$ cat src/rtl/adc_seq_pkg.sv
// shared constants and types of the converter result sequencer
package adc_seq_pkg;

  // ----------------------------------------------------------------
  // widths
  // ----------------------------------------------------------------
  localparam int RES_W    = 22;
  localparam int AVG_W    = 8;
  localparam int SUM_W    = 30;
  localparam int NUM_RES  = 6;
  localparam int IDX_W    = 3;
  localparam int ADDR_W   = 12;
  localparam int STS_W    = 2;

  // ----------------------------------------------------------------
  // register indexes (byte address = index * 4)
  // ----------------------------------------------------------------
  localparam logic [7:0] IDX_PHASE_RESULT_FIRST          = 8'h2a;
  localparam logic [7:0] IDX_PHASE_RESULT_SECOND         = 8'h2b;
  localparam logic [7:0] IDX_PHASE_RESULT_THIRD          = 8'h2c;
  localparam logic [7:0] IDX_PHASE_RESULT_FOURTH         = 8'h2d;
  localparam logic [7:0] IDX_COMBINED_RESULT_FIRST_PAIR  = 8'h2e;
  localparam logic [7:0] IDX_COMBINED_RESULT_SECOND_PAIR = 8'h2f;
  localparam logic [7:0] IDX_AVERAGING_CONTROL_REG       = 8'h30;
  localparam logic [7:0] IDX_EVENT_STATUS                = 8'h31;
  localparam logic [7:0] IDX_EVENT_MASK                  = 8'h32;

  // ----------------------------------------------------------------
  // result store slots
  // ----------------------------------------------------------------
  localparam logic [IDX_W-1:0] SLOT_FIRST  = 3'h0;
  localparam logic [IDX_W-1:0] SLOT_SECOND = 3'h1;
  localparam logic [IDX_W-1:0] SLOT_THIRD  = 3'h2;
  localparam logic [IDX_W-1:0] SLOT_FOURTH = 3'h3;
  localparam logic [IDX_W-1:0] SLOT_COMB0  = 3'h4;
  localparam logic [IDX_W-1:0] SLOT_COMB1  = 3'h5;

  // ----------------------------------------------------------------
  // control and status fields
  // ----------------------------------------------------------------
  localparam int CTL_AVG_LSB    = 0;
  localparam int CTL_BYPASS_BIT = 8;
  localparam int CTL_RSTCLK_BIT = 9;
  localparam int STS_READY_BIT  = 0;
  localparam int STS_PERIOD_BIT = 1;
  localparam logic [31:0] CTL_RESET = 32'h0000_0000;
  localparam logic [STS_W-1:0] STS_RESET = 2'h0;

  // ----------------------------------------------------------------
  // timing
  // ----------------------------------------------------------------
  localparam int CLK_PERIOD_PS = 5000;
  localparam int CONV_TIME_US  = 50;
  localparam int CONV_CYCLES   = (CONV_TIME_US * 1000000) / CLK_PERIOD_PS;

  // ----------------------------------------------------------------
  // carriers
  // ----------------------------------------------------------------
  typedef struct packed {
    logic             valid;
    logic [RES_W-1:0] data;
  } sample_t;

  typedef struct packed {
    logic [AVG_W-1:0] average_count;
    logic             bypass;
    logic             reset_clock_out_enable;
  } ctrl_t;

  typedef enum logic [1:0] {
    EDGE_0PCT  = 2'b00,
    EDGE_25PCT = 2'b01,
    EDGE_50PCT = 2'b10,
    EDGE_75PCT = 2'b11
  } edge_pos_t;

endpackage

$ cat src/rtl/adc_result_sequencer.sv
// converter result sequencer: phase results, averaging, bypass, apb
//
// Contract
// - one converter sample every 50 us unaveraged
// - 25% reset edge stores first result
// - 50%/75% edges store second, third results
// - 0% edge stores fourth result
// - 0% edge updates both combined registers
// - ready strobe rises once results valid
// - averaging accumulates phase, stores average
// - average count plus one samples
// - count zero stores single sample
// - bypass disables converter, drives analog pins
// - bypass may route reset to alarm
// - bypass ready strobe marks period start
// - phase starts after reset falling edge
//
// The APB slave port was decided locally.
`timescale 1ns/1ps
module adc_result_sequencer
  import adc_seq_pkg::*;
#(
  parameter int CONV_CYCLES_P = adc_seq_pkg::CONV_CYCLES
) (
  // clock and reset
  input  wire logic                         pclk,
  input  wire logic                         presetn,
  // apb slave
  input  wire logic                         psel,
  input  wire logic                         penable,
  input  wire logic                         pwrite,
  input  wire logic [adc_seq_pkg::ADDR_W-1:0] paddr,
  input  wire logic [31:0]                  pwdata,
  output logic [31:0]                       prdata,
  output logic                              pready,
  output logic                              pslverr,
  // timing engine
  input  wire logic                         conv_reset,
  input  wire logic                         period_start,
  // internal converter
  input  wire adc_seq_pkg::sample_t         sample,
  output logic                              conv_start,
  output logic                              converter_enable,
  // pins
  input  wire logic                         photodiode_alarm,
  output logic                              photodiode_alarm_pin,
  output logic                              analog_out_pos_en,
  output logic                              analog_out_neg_en,
  output logic                              data_ready,
  output logic                              irq
);

  import adc_seq_pkg::*;

  // ----------------------------------------------------------------
  // state
  // ----------------------------------------------------------------
  typedef struct packed {
    ctrl_t            ctrl;
    logic [STS_W-1:0] status;
    logic [STS_W-1:0] mask;
    logic             reset_d;
    edge_pos_t        edge_cnt;
    logic [15:0]      conv_timer;
    logic             conv_start;
    logic             ready_pend;
    logic             ready;
    logic             alarm_pin;
    logic [31:0]      rdata;
    logic             res_sel;
  } seq_state_t;

  seq_state_t s_r;
  seq_state_t s_nxt;

  localparam logic [15:0] CONV_RELOAD = 16'(CONV_CYCLES_P - 1);

  // ----------------------------------------------------------------
  // apb decode
  // ----------------------------------------------------------------
  logic [7:0]       idx;
  logic             hi_zero;
  logic             is_result;
  logic             is_ctrl;
  logic             is_status;
  logic             is_mask;
  logic             mapped;
  logic             setup;
  logic             access;
  logic [IDX_W-1:0] rd_slot;

  assign idx       = paddr[9:2];
  assign hi_zero   = (paddr[ADDR_W-1:10] == 2'h0);
  assign is_result = hi_zero && (idx >= IDX_PHASE_RESULT_FIRST) &&
                     (idx <= IDX_COMBINED_RESULT_SECOND_PAIR);
  assign is_ctrl   = hi_zero && (idx == IDX_AVERAGING_CONTROL_REG);
  assign is_status = hi_zero && (idx == IDX_EVENT_STATUS);
  assign is_mask   = hi_zero && (idx == IDX_EVENT_MASK);
  assign mapped    = is_result || is_ctrl || is_status || is_mask;
  assign setup     = psel && !penable;
  assign access    = psel && penable;
  assign rd_slot   = IDX_W'(idx - IDX_PHASE_RESULT_FIRST);

  // zero wait: read data is captured in the setup cycle
  assign pready  = 1'b1;
  assign pslverr = access && !mapped;

  // ----------------------------------------------------------------
  // phase edge detection
  // ----------------------------------------------------------------
  logic      reset_rise;
  logic      reset_fall;
  edge_pos_t slot_pos;

  assign reset_rise = conv_reset && !s_r.reset_d;
  assign reset_fall = !conv_reset && s_r.reset_d;
  // period start marks the 0% edge, otherwise edges follow in order
  assign slot_pos   = period_start ? EDGE_0PCT : s_r.edge_cnt;

  // ----------------------------------------------------------------
  // accumulator and store
  // ----------------------------------------------------------------
  logic [RES_W-1:0]                average;
  logic [NUM_RES-1:0]              wr_en;
  logic [NUM_RES-1:0][RES_W-1:0]   wr_data;
  logic [RES_W-1:0]                store_rd;
  logic [NUM_RES-1:0][RES_W-1:0]   contents;
  logic                            acc_clear;
  sample_t                         acc_sample;

  // samples only count inside a conversion phase
  assign acc_sample.valid = sample.valid && !conv_reset &&
                            !s_r.ctrl.bypass;
  assign acc_sample.data  = sample.data;
  assign acc_clear        = reset_rise;

  phase_accumulator u_acc (
    .pclk          (pclk),
    .presetn       (presetn),
    .clear         (acc_clear),
    .average_count (s_r.ctrl.average_count),
    .sample        (acc_sample),
    .average       (average)
  );

  always_comb begin
    wr_en   = '0;
    wr_data = '0;
    wr_data[SLOT_FIRST]  = average;
    wr_data[SLOT_SECOND] = average;
    wr_data[SLOT_THIRD]  = average;
    wr_data[SLOT_FOURTH] = average;
    // pair differences, the fourth word taken fresh from this edge
    wr_data[SLOT_COMB0]  = contents[SLOT_FIRST] - contents[SLOT_SECOND];
    wr_data[SLOT_COMB1]  = contents[SLOT_THIRD] - average;
    if (reset_rise && !s_r.ctrl.bypass) begin
      unique case (slot_pos)
        EDGE_25PCT: begin
          wr_en[SLOT_FIRST] = 1'b1;
        end
        EDGE_50PCT: begin
          wr_en[SLOT_SECOND] = 1'b1;
        end
        EDGE_75PCT: begin
          wr_en[SLOT_THIRD] = 1'b1;
        end
        EDGE_0PCT: begin
          wr_en[SLOT_FOURTH] = 1'b1;
          wr_en[SLOT_COMB0]  = 1'b1;
          wr_en[SLOT_COMB1]  = 1'b1;
        end
      endcase
    end
  end

  result_store #(
    .W (RES_W),
    .N (NUM_RES)
  ) u_store (
    .pclk     (pclk),
    .presetn  (presetn),
    .wr_en    (wr_en),
    .wr_data  (wr_data),
    .rd_idx   (rd_slot),
    .rd_data  (store_rd),
    .contents (contents)
  );

  // ----------------------------------------------------------------
  // next state
  // ----------------------------------------------------------------
  logic [STS_W-1:0] sts_set;
  logic [STS_W-1:0] sts_clr;

  always_comb begin
    s_nxt         = s_r;
    s_nxt.reset_d = conv_reset;
    sts_set       = '0;
    sts_clr       = '0;

    // edge position bookkeeping
    if (reset_rise) begin
      s_nxt.edge_cnt = edge_pos_t'(slot_pos + 2'h1);
    end else if (period_start) begin
      s_nxt.edge_cnt = EDGE_0PCT;
    end

    // conversion pacing, one start per conversion slot
    s_nxt.conv_start = 1'b0;
    if (s_r.ctrl.bypass || conv_reset) begin
      s_nxt.conv_timer = '0;
    end else if (reset_fall) begin
      s_nxt.conv_start = 1'b1;
      s_nxt.conv_timer = CONV_RELOAD;
    end else if (s_r.conv_timer == 16'h0000) begin
      s_nxt.conv_start = 1'b1;
      s_nxt.conv_timer = CONV_RELOAD;
    end else begin
      s_nxt.conv_timer = s_r.conv_timer - 16'h0001;
    end

    // ready strobe: outside bypass, one cycle after the store holds all six words
    s_nxt.ready_pend = 1'b0;
    s_nxt.ready      = 1'b0;
    if (s_r.ctrl.bypass) begin
      s_nxt.ready = period_start;
    end else begin
      s_nxt.ready_pend = reset_rise && (slot_pos == EDGE_0PCT);
      s_nxt.ready      = s_r.ready_pend;
    end
    sts_set[STS_READY_BIT]  = s_r.ready_pend && !s_r.ctrl.bypass;
    sts_set[STS_PERIOD_BIT] = period_start;

    // alarm pin carries the reset clock in bypass when asked to
    if (s_r.ctrl.bypass && s_r.ctrl.reset_clock_out_enable) begin
      s_nxt.alarm_pin = conv_reset;
    end else begin
      s_nxt.alarm_pin = photodiode_alarm;
    end

    // apb setup: capture read data for the access cycle
    if (setup) begin
      s_nxt.res_sel = is_result;
      s_nxt.rdata   = '0;
      if (is_ctrl) begin
        s_nxt.rdata[CTL_AVG_LSB +: AVG_W] = s_r.ctrl.average_count;
        s_nxt.rdata[CTL_BYPASS_BIT]       = s_r.ctrl.bypass;
        s_nxt.rdata[CTL_RSTCLK_BIT]       = s_r.ctrl.reset_clock_out_enable;
      end else if (is_status) begin
        s_nxt.rdata[STS_W-1:0] = s_r.status;
      end else if (is_mask) begin
        s_nxt.rdata[STS_W-1:0] = s_r.mask;
      end
    end

    // apb access: writes, and clear-on-read of the status word
    if (access && pwrite) begin
      if (is_ctrl) begin
        s_nxt.ctrl.average_count          = pwdata[CTL_AVG_LSB +: AVG_W];
        s_nxt.ctrl.bypass                 = pwdata[CTL_BYPASS_BIT];
        s_nxt.ctrl.reset_clock_out_enable = pwdata[CTL_RSTCLK_BIT];
      end else if (is_mask) begin
        s_nxt.mask = pwdata[STS_W-1:0];
      end
    end else if (access && is_status) begin
      // only bits the reader actually saw are cleared
      sts_clr = s_r.rdata[STS_W-1:0];
    end
    // result words are not touched by reads
    s_nxt.status = (s_r.status & ~sts_clr) | sts_set;
  end

  // ----------------------------------------------------------------
  // state register
  // ----------------------------------------------------------------
  always_ff @(posedge pclk or negedge presetn) begin
    if (!presetn) begin
      s_r.ctrl.average_count          <= CTL_RESET[CTL_AVG_LSB +: AVG_W];
      s_r.ctrl.bypass                 <= CTL_RESET[CTL_BYPASS_BIT];
      s_r.ctrl.reset_clock_out_enable <= CTL_RESET[CTL_RSTCLK_BIT];
      s_r.status     <= STS_RESET;
      s_r.mask       <= STS_RESET;
      s_r.reset_d    <= 1'b0;
      s_r.edge_cnt   <= EDGE_0PCT;
      s_r.conv_timer <= 16'h0000;
      s_r.conv_start <= 1'b0;
      s_r.ready_pend <= 1'b0;
      s_r.ready      <= 1'b0;
      s_r.alarm_pin  <= 1'b0;
      s_r.rdata      <= 32'h0000_0000;
      s_r.res_sel    <= 1'b0;
    end else begin
      s_r <= s_nxt;
    end
  end

  // ----------------------------------------------------------------
  // outputs
  // ----------------------------------------------------------------
  assign prdata = s_r.res_sel ? {10'h000, store_rd} : s_r.rdata;
  assign conv_start           = s_r.conv_start;
  assign converter_enable     = !s_r.ctrl.bypass;
  assign analog_out_pos_en    = s_r.ctrl.bypass;
  assign analog_out_neg_en    = s_r.ctrl.bypass;
  assign photodiode_alarm_pin = s_r.alarm_pin;
  assign data_ready           = s_r.ready;
  assign irq                  = |(s_r.status & s_r.mask);

endmodule // adc_result_sequencer

$ cat src/rtl/phase_accumulator.sv
// per-phase sample accumulator and running average
`timescale 1ns/1ps
module phase_accumulator
  import adc_seq_pkg::*;
(
  // clock and reset
  input  wire logic                    pclk,
  input  wire logic                    presetn,
  // control
  input  wire logic                    clear,
  input  wire logic [adc_seq_pkg::AVG_W-1:0] average_count,
  // converter samples
  input  wire adc_seq_pkg::sample_t    sample,
  // result
  output logic [adc_seq_pkg::RES_W-1:0] average
);

  typedef struct packed {
    logic signed [SUM_W-1:0] sum;
    logic [AVG_W:0]          taken;
    logic [RES_W-1:0]        avg;
  } acc_state_t;

  acc_state_t s_r;
  acc_state_t s_nxt;
  logic signed [SUM_W-1:0] ext;
  logic [AVG_W:0]          limit;

  assign ext   = SUM_W'(signed'(sample.data));
  assign limit = {1'b0, average_count} + 9'h001;

  always_comb begin
    s_nxt = s_r;
    if (clear) begin
      s_nxt.sum   = '0;
      s_nxt.taken = '0;
    end
    // extra samples beyond the programmed count plus one are dropped
    if (sample.valid && (s_nxt.taken < limit)) begin
      s_nxt.sum   = s_nxt.sum + ext;
      s_nxt.taken = s_nxt.taken + 9'h001;
      // divide by samples actually taken, so a short phase stays sane
      s_nxt.avg   = RES_W'(s_nxt.sum / signed'({1'b0, s_nxt.taken}));
    end
  end

  always_ff @(posedge pclk or negedge presetn) begin
    if (!presetn) begin
      s_r <= '0;
    end else begin
      s_r <= s_nxt;
    end
  end

  assign average = s_r.avg;

endmodule // phase_accumulator

$ cat src/rtl/result_store.sv
// result word store with registered read port
`timescale 1ns/1ps
module result_store #(
  parameter int W = 22,
  parameter int N = 6
) (
  // clock and reset
  input  wire logic                 pclk,
  input  wire logic                 presetn,
  // write side
  input  wire logic [N-1:0]         wr_en,
  input  wire logic [N-1:0][W-1:0]  wr_data,
  // read side
  input  wire logic [$clog2(N)-1:0] rd_idx,
  output logic [W-1:0]              rd_data,
  output logic [N-1:0][W-1:0]       contents
);

  typedef struct packed {
    logic [N-1:0][W-1:0] mem;
    logic [W-1:0]        rd;
  } store_state_t;

  store_state_t s_r;
  store_state_t s_nxt;

  always_comb begin
    s_nxt = s_r;
    for (int i = 0; i < N; i++) begin
      if (wr_en[i]) begin
        s_nxt.mem[i] = wr_data[i];
      end
    end
    s_nxt.rd = (int'(rd_idx) < N) ? s_r.mem[rd_idx] : '0;
  end

  always_ff @(posedge pclk or negedge presetn) begin
    if (!presetn) begin
      s_r <= '0;
    end else begin
      s_r <= s_nxt;
    end
  end

  assign rd_data  = s_r.rd;
  assign contents = s_r.mem;

endmodule // result_store

$ cat config.mk
export PLATFORM = sky130hd
export DESIGN_NAME = adc_result_sequencer
export DESIGN_NICKNAME = d
export VERILOG_FILES = /design/src/rtl/adc_seq_pkg.sv /design/src/rtl/adc_result_sequencer.sv /design/src/rtl/phase_accumulator.sv /design/src/rtl/result_store.sv
export SDC_FILE = /design/constraint.sdc
export NUM_CORES = 1
export LEC_CHECK = 0
export ABC_AREA = 1
export BUFFER_PORTS_ARGS = -buffer_cell sky130_fd_sc_hd__buf_4
export CORE_MARGIN = 2
export CORE_UTILIZATION = 40
export CTS_BUF_LIST = sky130_fd_sc_hd__clkbuf_16
export DETAILED_ROUTE_END_ITERATION = 8
export PLACE_DENSITY = 0.54
export SYNTH_ARGS = -nofsm -noshare
export SYNTH_HDL_FRONTEND = slang
export SYNTH_HIERARCHICAL = 1
export SYNTH_SLANG_ARGS = --single-unit
$ cat constraint.sdc
create_clock -name pclk -period 194.5 [get_ports pclk]
set_clock_uncertainty 0.2 [all_clocks]
set_input_delay 9.725 -clock pclk [delete_from_list [all_inputs] [get_ports pclk]]
set_output_delay 9.725 -clock pclk [all_outputs]
set_load 0.05 [all_outputs]
======== After elaboration in Yosys (flattened, before gate mapping) ========
Index checks and enable logic that the tools add are counted.
word-level totals
  flip-flop bits (word level) ............. 263
  bits of input ports ..................... 75
  logic and storage cells ................. 110
operators by class
  $add $sub $neg .......................... 8
  div/mod/pow operators ................... 1
  $lt $le $gt $ge ......................... 5
  eq/ne operators ......................... 6
  multiplexer cells ....................... 27
  bitwise operators ....................... 5
  reduce and logical (&&, ||, !) cells .... 34
operators by type and width
  operator                                                                             count
  22-bit binary-select mux with 3-bit select                                           1
  22-bit 2-to-1 mux                                                                    3
  61-bit 2-to-1 mux                                                                    1
  22-bit subtractor                                                                    2
  39-bit 2-to-1 mux                                                                    1
  16-bit 2-to-1 mux                                                                    2
  30-bit by 22-bit adder with 30-bit output                                            1
  30-bit by 10-bit divider with 30-bit output                                          1
  8-bit by 6-bit equality test with 1-bit output, second input constant                3
  1-bit logical AND                                                                    19
  17-bit 2-to-1 mux                                                                    1
  16-bit zero test                                                                     1
  16-bit by 1-bit subtractor with 16-bit output, second input constant                 1
  2-bit 2-to-1 mux                                                                     7
  8-bit by 1-bit adder with 9-bit output, second input constant                        1
  9-bit by 1-bit adder with 9-bit output, second input constant                        1
  9-bit < comparator                                                                   1
  8-bit by 6-bit greater-or-equal comparator with 1-bit output, second input constant  1
  8-bit by 6-bit <= comparator with 1-bit output, second input constant                1
  1-bit 2-to-1 mux                                                                     8
  8-bit 2-to-1 mux                                                                     1
  6-bit 2-to-1 mux                                                                     1
  1-bit zero test                                                                      5
  2-bit bitwise AND                                                                    2
  other kinds (15)                                                                     20

======== Logic depth before layout (Yosys ltp) ========
Gate-level depths: netlist of the first run.
  depth after elaboration ................. 8
  mapped depth ............................ 489
  gate-level depth less buffers ........... 459

======== Hierarchy ========
Netlist of the first run, hierarchy kept.
modules (own cells, without submodules)
  module                instances  cells an instance  area each (um2)
  phase_accumulator     1          4735               26878.3
  result_store          1          871                6887.9
  adc_result_sequencer  1          988                5734.2

======== Least setup slack after synthesis of the first run ========
OpenSTA, ideal clock, no wires.
  path kind ............................... input to register
  start point ............................. input conv_reset
  end point ............................... register u_acc.s_r (netlist bit u_acc/average[20])
  arrival ................................. 75.890 ns
  data required time ...................... 194.171 ns
  path slack .............................. 118.281 ns
  cell stages on the path ................. 456
  buffers on the path ..................... 28
  path through ............................ inv_1 -> nor2_1 -> buf_4 -> inv_4 -> nand2_2 -> inv_1 -> ha_1 -> nand3_1 -> xor2_1 -> nand4_1 -> nor2_1 -> nand4_1 -> or2_2 -> nand2_1 -> ha_1 -> o21a_1 -> nor2_1 -> nor2_1 -> (+420 left out) -> o21ai_0 -> a221oi_1 -> o21ai_0 -> nand4_1 -> nand2_1 -> inv_2 -> nand2_2 -> nor4_2 -> ha_1 -> inv_1 -> nor2_1 -> nand4_1 -> nor2_1 -> a31oi_1 -> or2_1 -> a21oi_1 -> xor2_1 -> o21ai_1
on the way
  cells in the longest elaborated chain, start to end .. 4
  elaborated cells between the ends (all ways) .. 10
RTL lines
  element                                                                                  RTL line                                          text
  from (decl)                                                                              adc_result_sequencer.sv:38                        input wire logic conv_reset,
  1-bit logical AND (*)                                                                    adc_result_sequencer.sv:115                       assign reset_rise = conv_reset && !s_r.reset_d;
  named net acc_clear                                                                      adc_result_sequencer.sv:128                       logic acc_clear;
  39-bit 2-to-1 mux (*)                                                                    phase_accumulator.sv:34                           if (clear) begin
  30-bit by 22-bit adder with 30-bit output (tied with other cells)                        phase_accumulator.sv:40                           s_nxt.sum = s_nxt.sum + ext;
  30-bit by 10-bit divider with 30-bit output / 1-bit logical AND (equally long branches)  phase_accumulator.sv:43, phase_accumulator.sv:39
  to (signal assigned)                                                                     phase_accumulator.sv:51                           s_r <= s_nxt;
  to (decl)                                                                                phase_accumulator.sv:24                           acc_state_t s_r;
Mark *: on every way through the listed nets, which the timed path passes. The rest lies on a longest branch.
A chain may end at the register's enable or synchronous reset.

======== Worst setup path in the final report of the first run ========
Ends and elaborated chain as after synthesis.

==> flow_summary.toml, run 1 <==
[status]
status = "finished clean"

[cts]
h-tree-depth = 2
postCtsResizedCells = 0
cts.sinks = 263
root_buffer = "clkbuf_16"
cts.clk_slew.worst_paths_ns = 0.06
clockBufferDepth = 3
tritoncts = "yes"
clkLatencyLatePin_ns = 0.58
ctsHoldBuffers = 0
cts_inserted_buffers = 34
cts_setup_buffers = 0

[synth]
yosys.area.top_type = "nand2_1"
netlist_instances = 6594
synth.distinct_cells = 76
yosysSeqAreaShare_pct = 16.7
syn_area_per_cell_um2 = 5.99
synthArstFlopShare_pct = 100
synthDominantCellAreaShare_pct = 19.4
synth.most_common_cell = "nand2_1"
ys_ff_latch = 263
synth_common_cells = "nand2_1, inv_1, nand3_1, nor2_1, ha_1"
synth.area.top_cells = "nand2_1, dfrtp_1, ha_1, inv_1, nand3_1"
synth_edf_count = 0
yosys_most_used_dff = "dfrtp_1"
netlist_area_um2 = 39500
yosysWarnings = 6

[die]
initial_core_util_pct = 40.3
ioPinCount = 116
rows = 115
die_h_um = 318
dieArea_um2 = 101000
core_area_um2 = 98100
fp.dieW_um = 318

[worst_setup_path]
worst_path_max_delay_cell = "nor2_2"
reg2reg_depth = 444
critical_path.startpoint_type = "primary input"
worstSetupPathType = "primary input to flip-flop"
worst-endpoint-arrival_ns = 89.38
required_ns = 194.73
crit_path_end_kind = "flip-flop"
cp_slowest_stage_delay_ns = 0.58
path_common_cell = "nand2_1"
cp_max_fo = 33

[drt]
vias_per_cell = 5.05
vias = 39864
firstDrtPassIters = 6
final_antenna_net_count = 0
routedWlPerCell_um = 15.0
drc = 0
drt_wl_total_um = 119000
first_iter_violations = 2558

[placed_design]
routabilityCongestion = 0.897
detailed_place.area_um2 = 40900
portBuffers = 80
dp_hpwl_um = 94100

[global_route]
grt_antenna_before_repair = 3
grt_pass1_wl_um = 194000
grt_max_degree = 122
groute.usage.overall_pct = 23.1
gr-total-overflow = 0
grt_pass1_vias = 37191

[layout]
synthToLayoutAreaGrowth_pct = 6.23
drive_gt1_share_pct = 8.84
fin_area_um2 = 42000
fin_nets = 6984

[worst_hold_path]
worstHoldPathType = "flip-flop to flip-flop"
hold_depth = 1

[sta]
slew_headroom_pct = 24.3
tightestPinTransition_ns = 1.13
max_freq_mhz = 11.2
hold_violations = 0
setup_viol = 0
tns_ns = 0
fin_crit_sh_pct = 45.8
slew_violations = 0
grt_setup_unrepaired = "false"
fin_crit_ns = 89.15

[run]
max-cap-violations = 0
cell families after synthesis:
kind of cell | count (synthesis) | synth area share [%]
multiplexers | 3 | 0.0824
AO/OA/AOI/OAI | 820 | 11.3
XOR/XNOR | 263 | 6.03
AND/OR/NAND/NOR | 3652 | 41.9
other | 2 | 0.0190
flip-flops | 263 | 16.7
buffers and inverters | 1264 | 13.6
adder cells (fa/ha/maj) | 327 | 10.4
per-layer routing:
metal	GRT usage, %	wire length (um)
met5	0	13
met4	3.83	1650
met3	1.44	4170
met2	38.9	53300
met1	32.9	59400
critical path: cells and delay by family:
kind / cells / cell delay [ns]
xor+xnor: 1 / 0.16
simple gates: 189 / 29.43
fa+ha+maj: 33 / 10.57
compound gates: 148 / 29.50
buf+inv: 75 / 9.63
flip-flops by register name (all words and copies together) (netlist names):
signal and flops:
analog_out_neg_en 1, s_r 44, u_acc/average 22, photodiode_alarm_pin 1, u_acc/s_r 39, u_store/contents 132, data_ready 1, conv_start 1
u_store/rd_data 22
path summary, 6_finish.rpt:
kind	from	slack [ns]	to
setup / recovery	conv_reset	105.35	u_acc/average[20]
hold / removal	s_r[37]	0.27	s_r[37]
setup reg to reg	s_r[55]	114.32	u_acc/average[20]
hold reg to reg	s_r[37]	0.27	s_r[37]
max in group asynchronous	presetn	182.93	u_acc/s_r[53]
min in group asynchronous	presetn	9.07	u_store/contents[90]
metrics by stage:
stage | hold WS, ns | instances | util, % | setup WS (ns)
finish | 0.273 | 7896 | 42.8 | 105.35
global route | 0.314 | 7895 | 42.8 | 96.14
CTS | 0.275 | 7895 | 42.8 | 105.59
detailed placement | 0.269 | 7833 | 41.7 | 105.23
global placement | 0.257 | 7833 | 41.7 | 105.82
floorplan | 0.239 | 6603 | - | 118.28
area by class of cell:
| type | instances | area [um^2] |
|---|---|---|
| Tap cell | 1287 | 1610 |
| Multi-Input combinational cell | 5076 | 27700 |
| Fill cell | 10729 | 56200 |
| Antenna cell | 1 | 2.50 |
| Sequential cell | 263 | 6580 |
| Inverter | 1097 | 4140 |
| Clock inverter | 28 | 230 |
| Timing Repair Buffer | 110 | 833 |
| Clock buffer | 34 | 851 |
placed cells by master (no fill, tap or decap), types with 9 or more instances in the layout:
cell type / n
nand4_1: 154
o21ai_2: 9
xor2_1: 189
nor3_1: 55
clkbuf_16: 34
buf_4: 109
nand3_1: 524
nand2_2: 113
nor2_4: 38
o21ai_0: 313
xnor2_1: 64
a21o_1: 32
nand3_2: 53
o21bai_1: 22
o31ai_1: 15
nand3b_1: 31
ha_1: 324
or2_2: 28
conb_1: 11
nor2_2: 58
nand2_1: 2037
inv_2: 47
o21ai_1: 171
inv_1: 1028
a21oi_1: 208
dfrtp_1: 263
clkinv_1: 24
nor2_1: 480
nand3_4: 14
clkinv_2: 15
nor4_1: 12
o211ai_1: 12
nand2_4: 16
Power of run 1 is not shown: default switching activity piles up to over one toggle a cycle in this logic, so the estimate is an artifact.
==> run 2, diff against run 1 <==
Settings changed: ABC_AREA 1 to 0.
Clock period 194.5 ns to 85 ns, I/O delays scaled along.
==> flow_summary.toml, run 2 <==
[status]
status = "finished clean"

[drt]
firstDrtPassIters = 6
routedWlPerCell_um = 20.0
drt_wl_total_um = 115000
vias = 33575
vias_per_cell = 5.82
first_iter_violations = 2158
drc = 0
final_antenna_net_count = 0

[worst_setup_path]
ff2ff_setup_slack_ns = 7.13
worst_path_max_delay_cell = "or4_4"
worstSetupPathType = "primary input to flip-flop"
worst-endpoint-arrival_ns = 81.54
r2r_start = "s_r[55]"
path_common_cell = "o21a_1"
cp_slowest_stage_delay_ns = 0.62
crit_buf_inv = 36
crit_path_end_kind = "flip-flop"
critical_path.startpoint_type = "primary input"
path_delay_family = "compound AO/OA/AOI/OAI gates"
reg2reg_depth = 431
rr_endpoint = "u_acc/average[16]"
cp_max_fo = 16
cp_num_cells = 433
worstSetupStartpoint = "conv_reset"
crit_end = "u_acc/average[16]"
required_ns = 85.21

[worst_hold_path]
worstHoldPathType = "flip-flop to flip-flop"
min_from = "s_r[37]"
hold_depth = 1

[layout]
fin_nets = 4990
antenna_cells = 0
synthToLayoutAreaGrowth_pct = 19.9
layout_common_cells = "buf_4, nand2_1, ha_1"
drive_gt1_share_pct = 27.2
largest_reg_flops = 132
fin_util_pct = 48.3
final_common_cell = "buf_4"

[cts]
ctsHoldBuffers = 0
clockBufferDepth = 3
tritoncts = "yes"
cts.clk_slew.worst_paths_ns = 0.05
clkLatencyLatePin_ns = 0.57
cts_inserted_buffers = 34
cts.sinks = 263
h-tree-depth = 2
root_buffer = "clkbuf_16"

[die]
core_area_um2 = 86600
dieArea_um2 = 89600
fp.dieW_um = 299
rows = 108
ioPinCount = 116
initial_core_util_pct = 40.3
die_h_um = 299

[synth]
yosys.area.top_type = "dfrtp_1"
netlist_instances = 4222
synth.area.top_cells = "dfrtp_1, ha_1, mux2_2, xnor2_1, o21a_1"
synth.most_common_cell = "nand2_1"
yosysWarnings = 6
synthArstFlopShare_pct = 100
yosys_most_used_dff = "dfrtp_1"
netlist_area_um2 = 34900
synth_edf_count = 0
synthDominantCellAreaShare_pct = 18.9
ys_ff_latch = 263
yosysSeqAreaShare_pct = 18.9
syn_area_per_cell_um2 = 8.27
synth.distinct_cells = 149
synth_common_cells = "nand2_1, nor2_1, ha_1, dfrtp_1, a21oi_1"

[global_route]
grt_pass1_vias = 31575
gr-total-overflow = 0
grt_max_degree = 165
grt_antenna_before_repair = 5
groute.usage.overall_pct = 24.5
grt_pass1_wl_um = 177000

[sta]
slew_headroom_pct = 23.3
max_freq_mhz = 12.3
fin_crit_ns = 81.33
hold_violations = 0
slew_violations = 0
setup_slack_ns = 3.67
holdWs_ns = 0.273
fin_crit_sh_pct = 95.7
tns_ns = 0
tightestPinTransition_ns = 1.14
setup_viol = 0

[placed_design]
portBuffers = 80
dp_slack_ns = -0.562
dp_hpwl_um = 88400
routabilityCongestion = 0.913

[run]
max-cap-violations = 0
==> run 2: cell count changes after synthesis, moves of 93 or more <==
cell,change
o21ai_0,-131
o21ai_1,-139
nand4_1,-98
xor2_1,-112
nand2_1,-1686
o21a_1,+169
inv_1,-909
mux2_2,+218
nand3_1,-447
nor2_1,-150
xnor2_1,+93
nor3_1,+168
==> run 2: worst register-to-register path: cells and delay by family (launching register included) <==
family          cells  cell delay [ns]
compound gates    236            42.03
xor+xnor            3             0.56
fa+ha+maj          32             9.04
buf+inv            34             4.26
flops               1             0.42
mux                 5             0.90
simple gates      121            20.35
==> run 2: worst min path at each step <==
stage and end:
2_1_floorplan s_r[37], 3_3_place_gp s_r[37], 3_5_place_dp s_r[37], 4_1_cts s_r[37], 5_1_grt s_r[3], 6_report s_r[37]
==> run 2: kinds of logic (layout without fill, tap and decap cells) <==
kind of cell               Yosys count  after routing  share of synthesized area [%]
muxes                              333            333                           10.7
xor gates and xnor gates           242            242                           6.16
AOI/OAI and AO/OA                 1229           1230                           25.0
other                                2             11                         0.0215
DFF                                263            263                           18.9
adders and majority gates          327            327                           11.8
buffers and inverters              296            674                           4.58
and+or+nand+nor                   1530           1530                           22.9
==> run 2: cell type report <==
cell class	instances	area, um^2
tap	1155	1450
multi-input combinational	3673	28500
sequential	263	6580
fill	8449	44800
timing repair buffer	500	3920
inverter	116	440
clock buffer	35	876
clock inverter	23	119
==> run 2: routing by layer <==
layer,vias up,GRT usage [%],part of all wire (%),wire length (um)
met3,139,2.22,4.2,4890
met4,4,5.68,2.3,2630
met5,-,0,0.020,23
li1,16582,-,-,-
met1,16182,33.6,47,53900
met2,668,41.4,47,53700
==> run 2: what timing repair did <==
item,CTS,global route
endpoints found under the hold margin,0,0
setup endpoints to repair,5,22
setup buffers,0,94
pin swaps,0,173
cloned,0,3
gates resized for setup,4,325
==> run 2: metrics by stage <==
| stage | instances | cell area [um^2] |
|---|---|---|
| 2_1_floorplan | 4231 | 35200 |
| 3_3_place_gp | 5610 | 38600 |
| 3_5_place_dp | 5610 | 38600 |
| 4_1_cts | 5668 | 39600 |
| 5_1_grt | 5765 | 41800 |
| 6_report | 5765 | 41800 |
Power of run 2 is left out for the same reason.
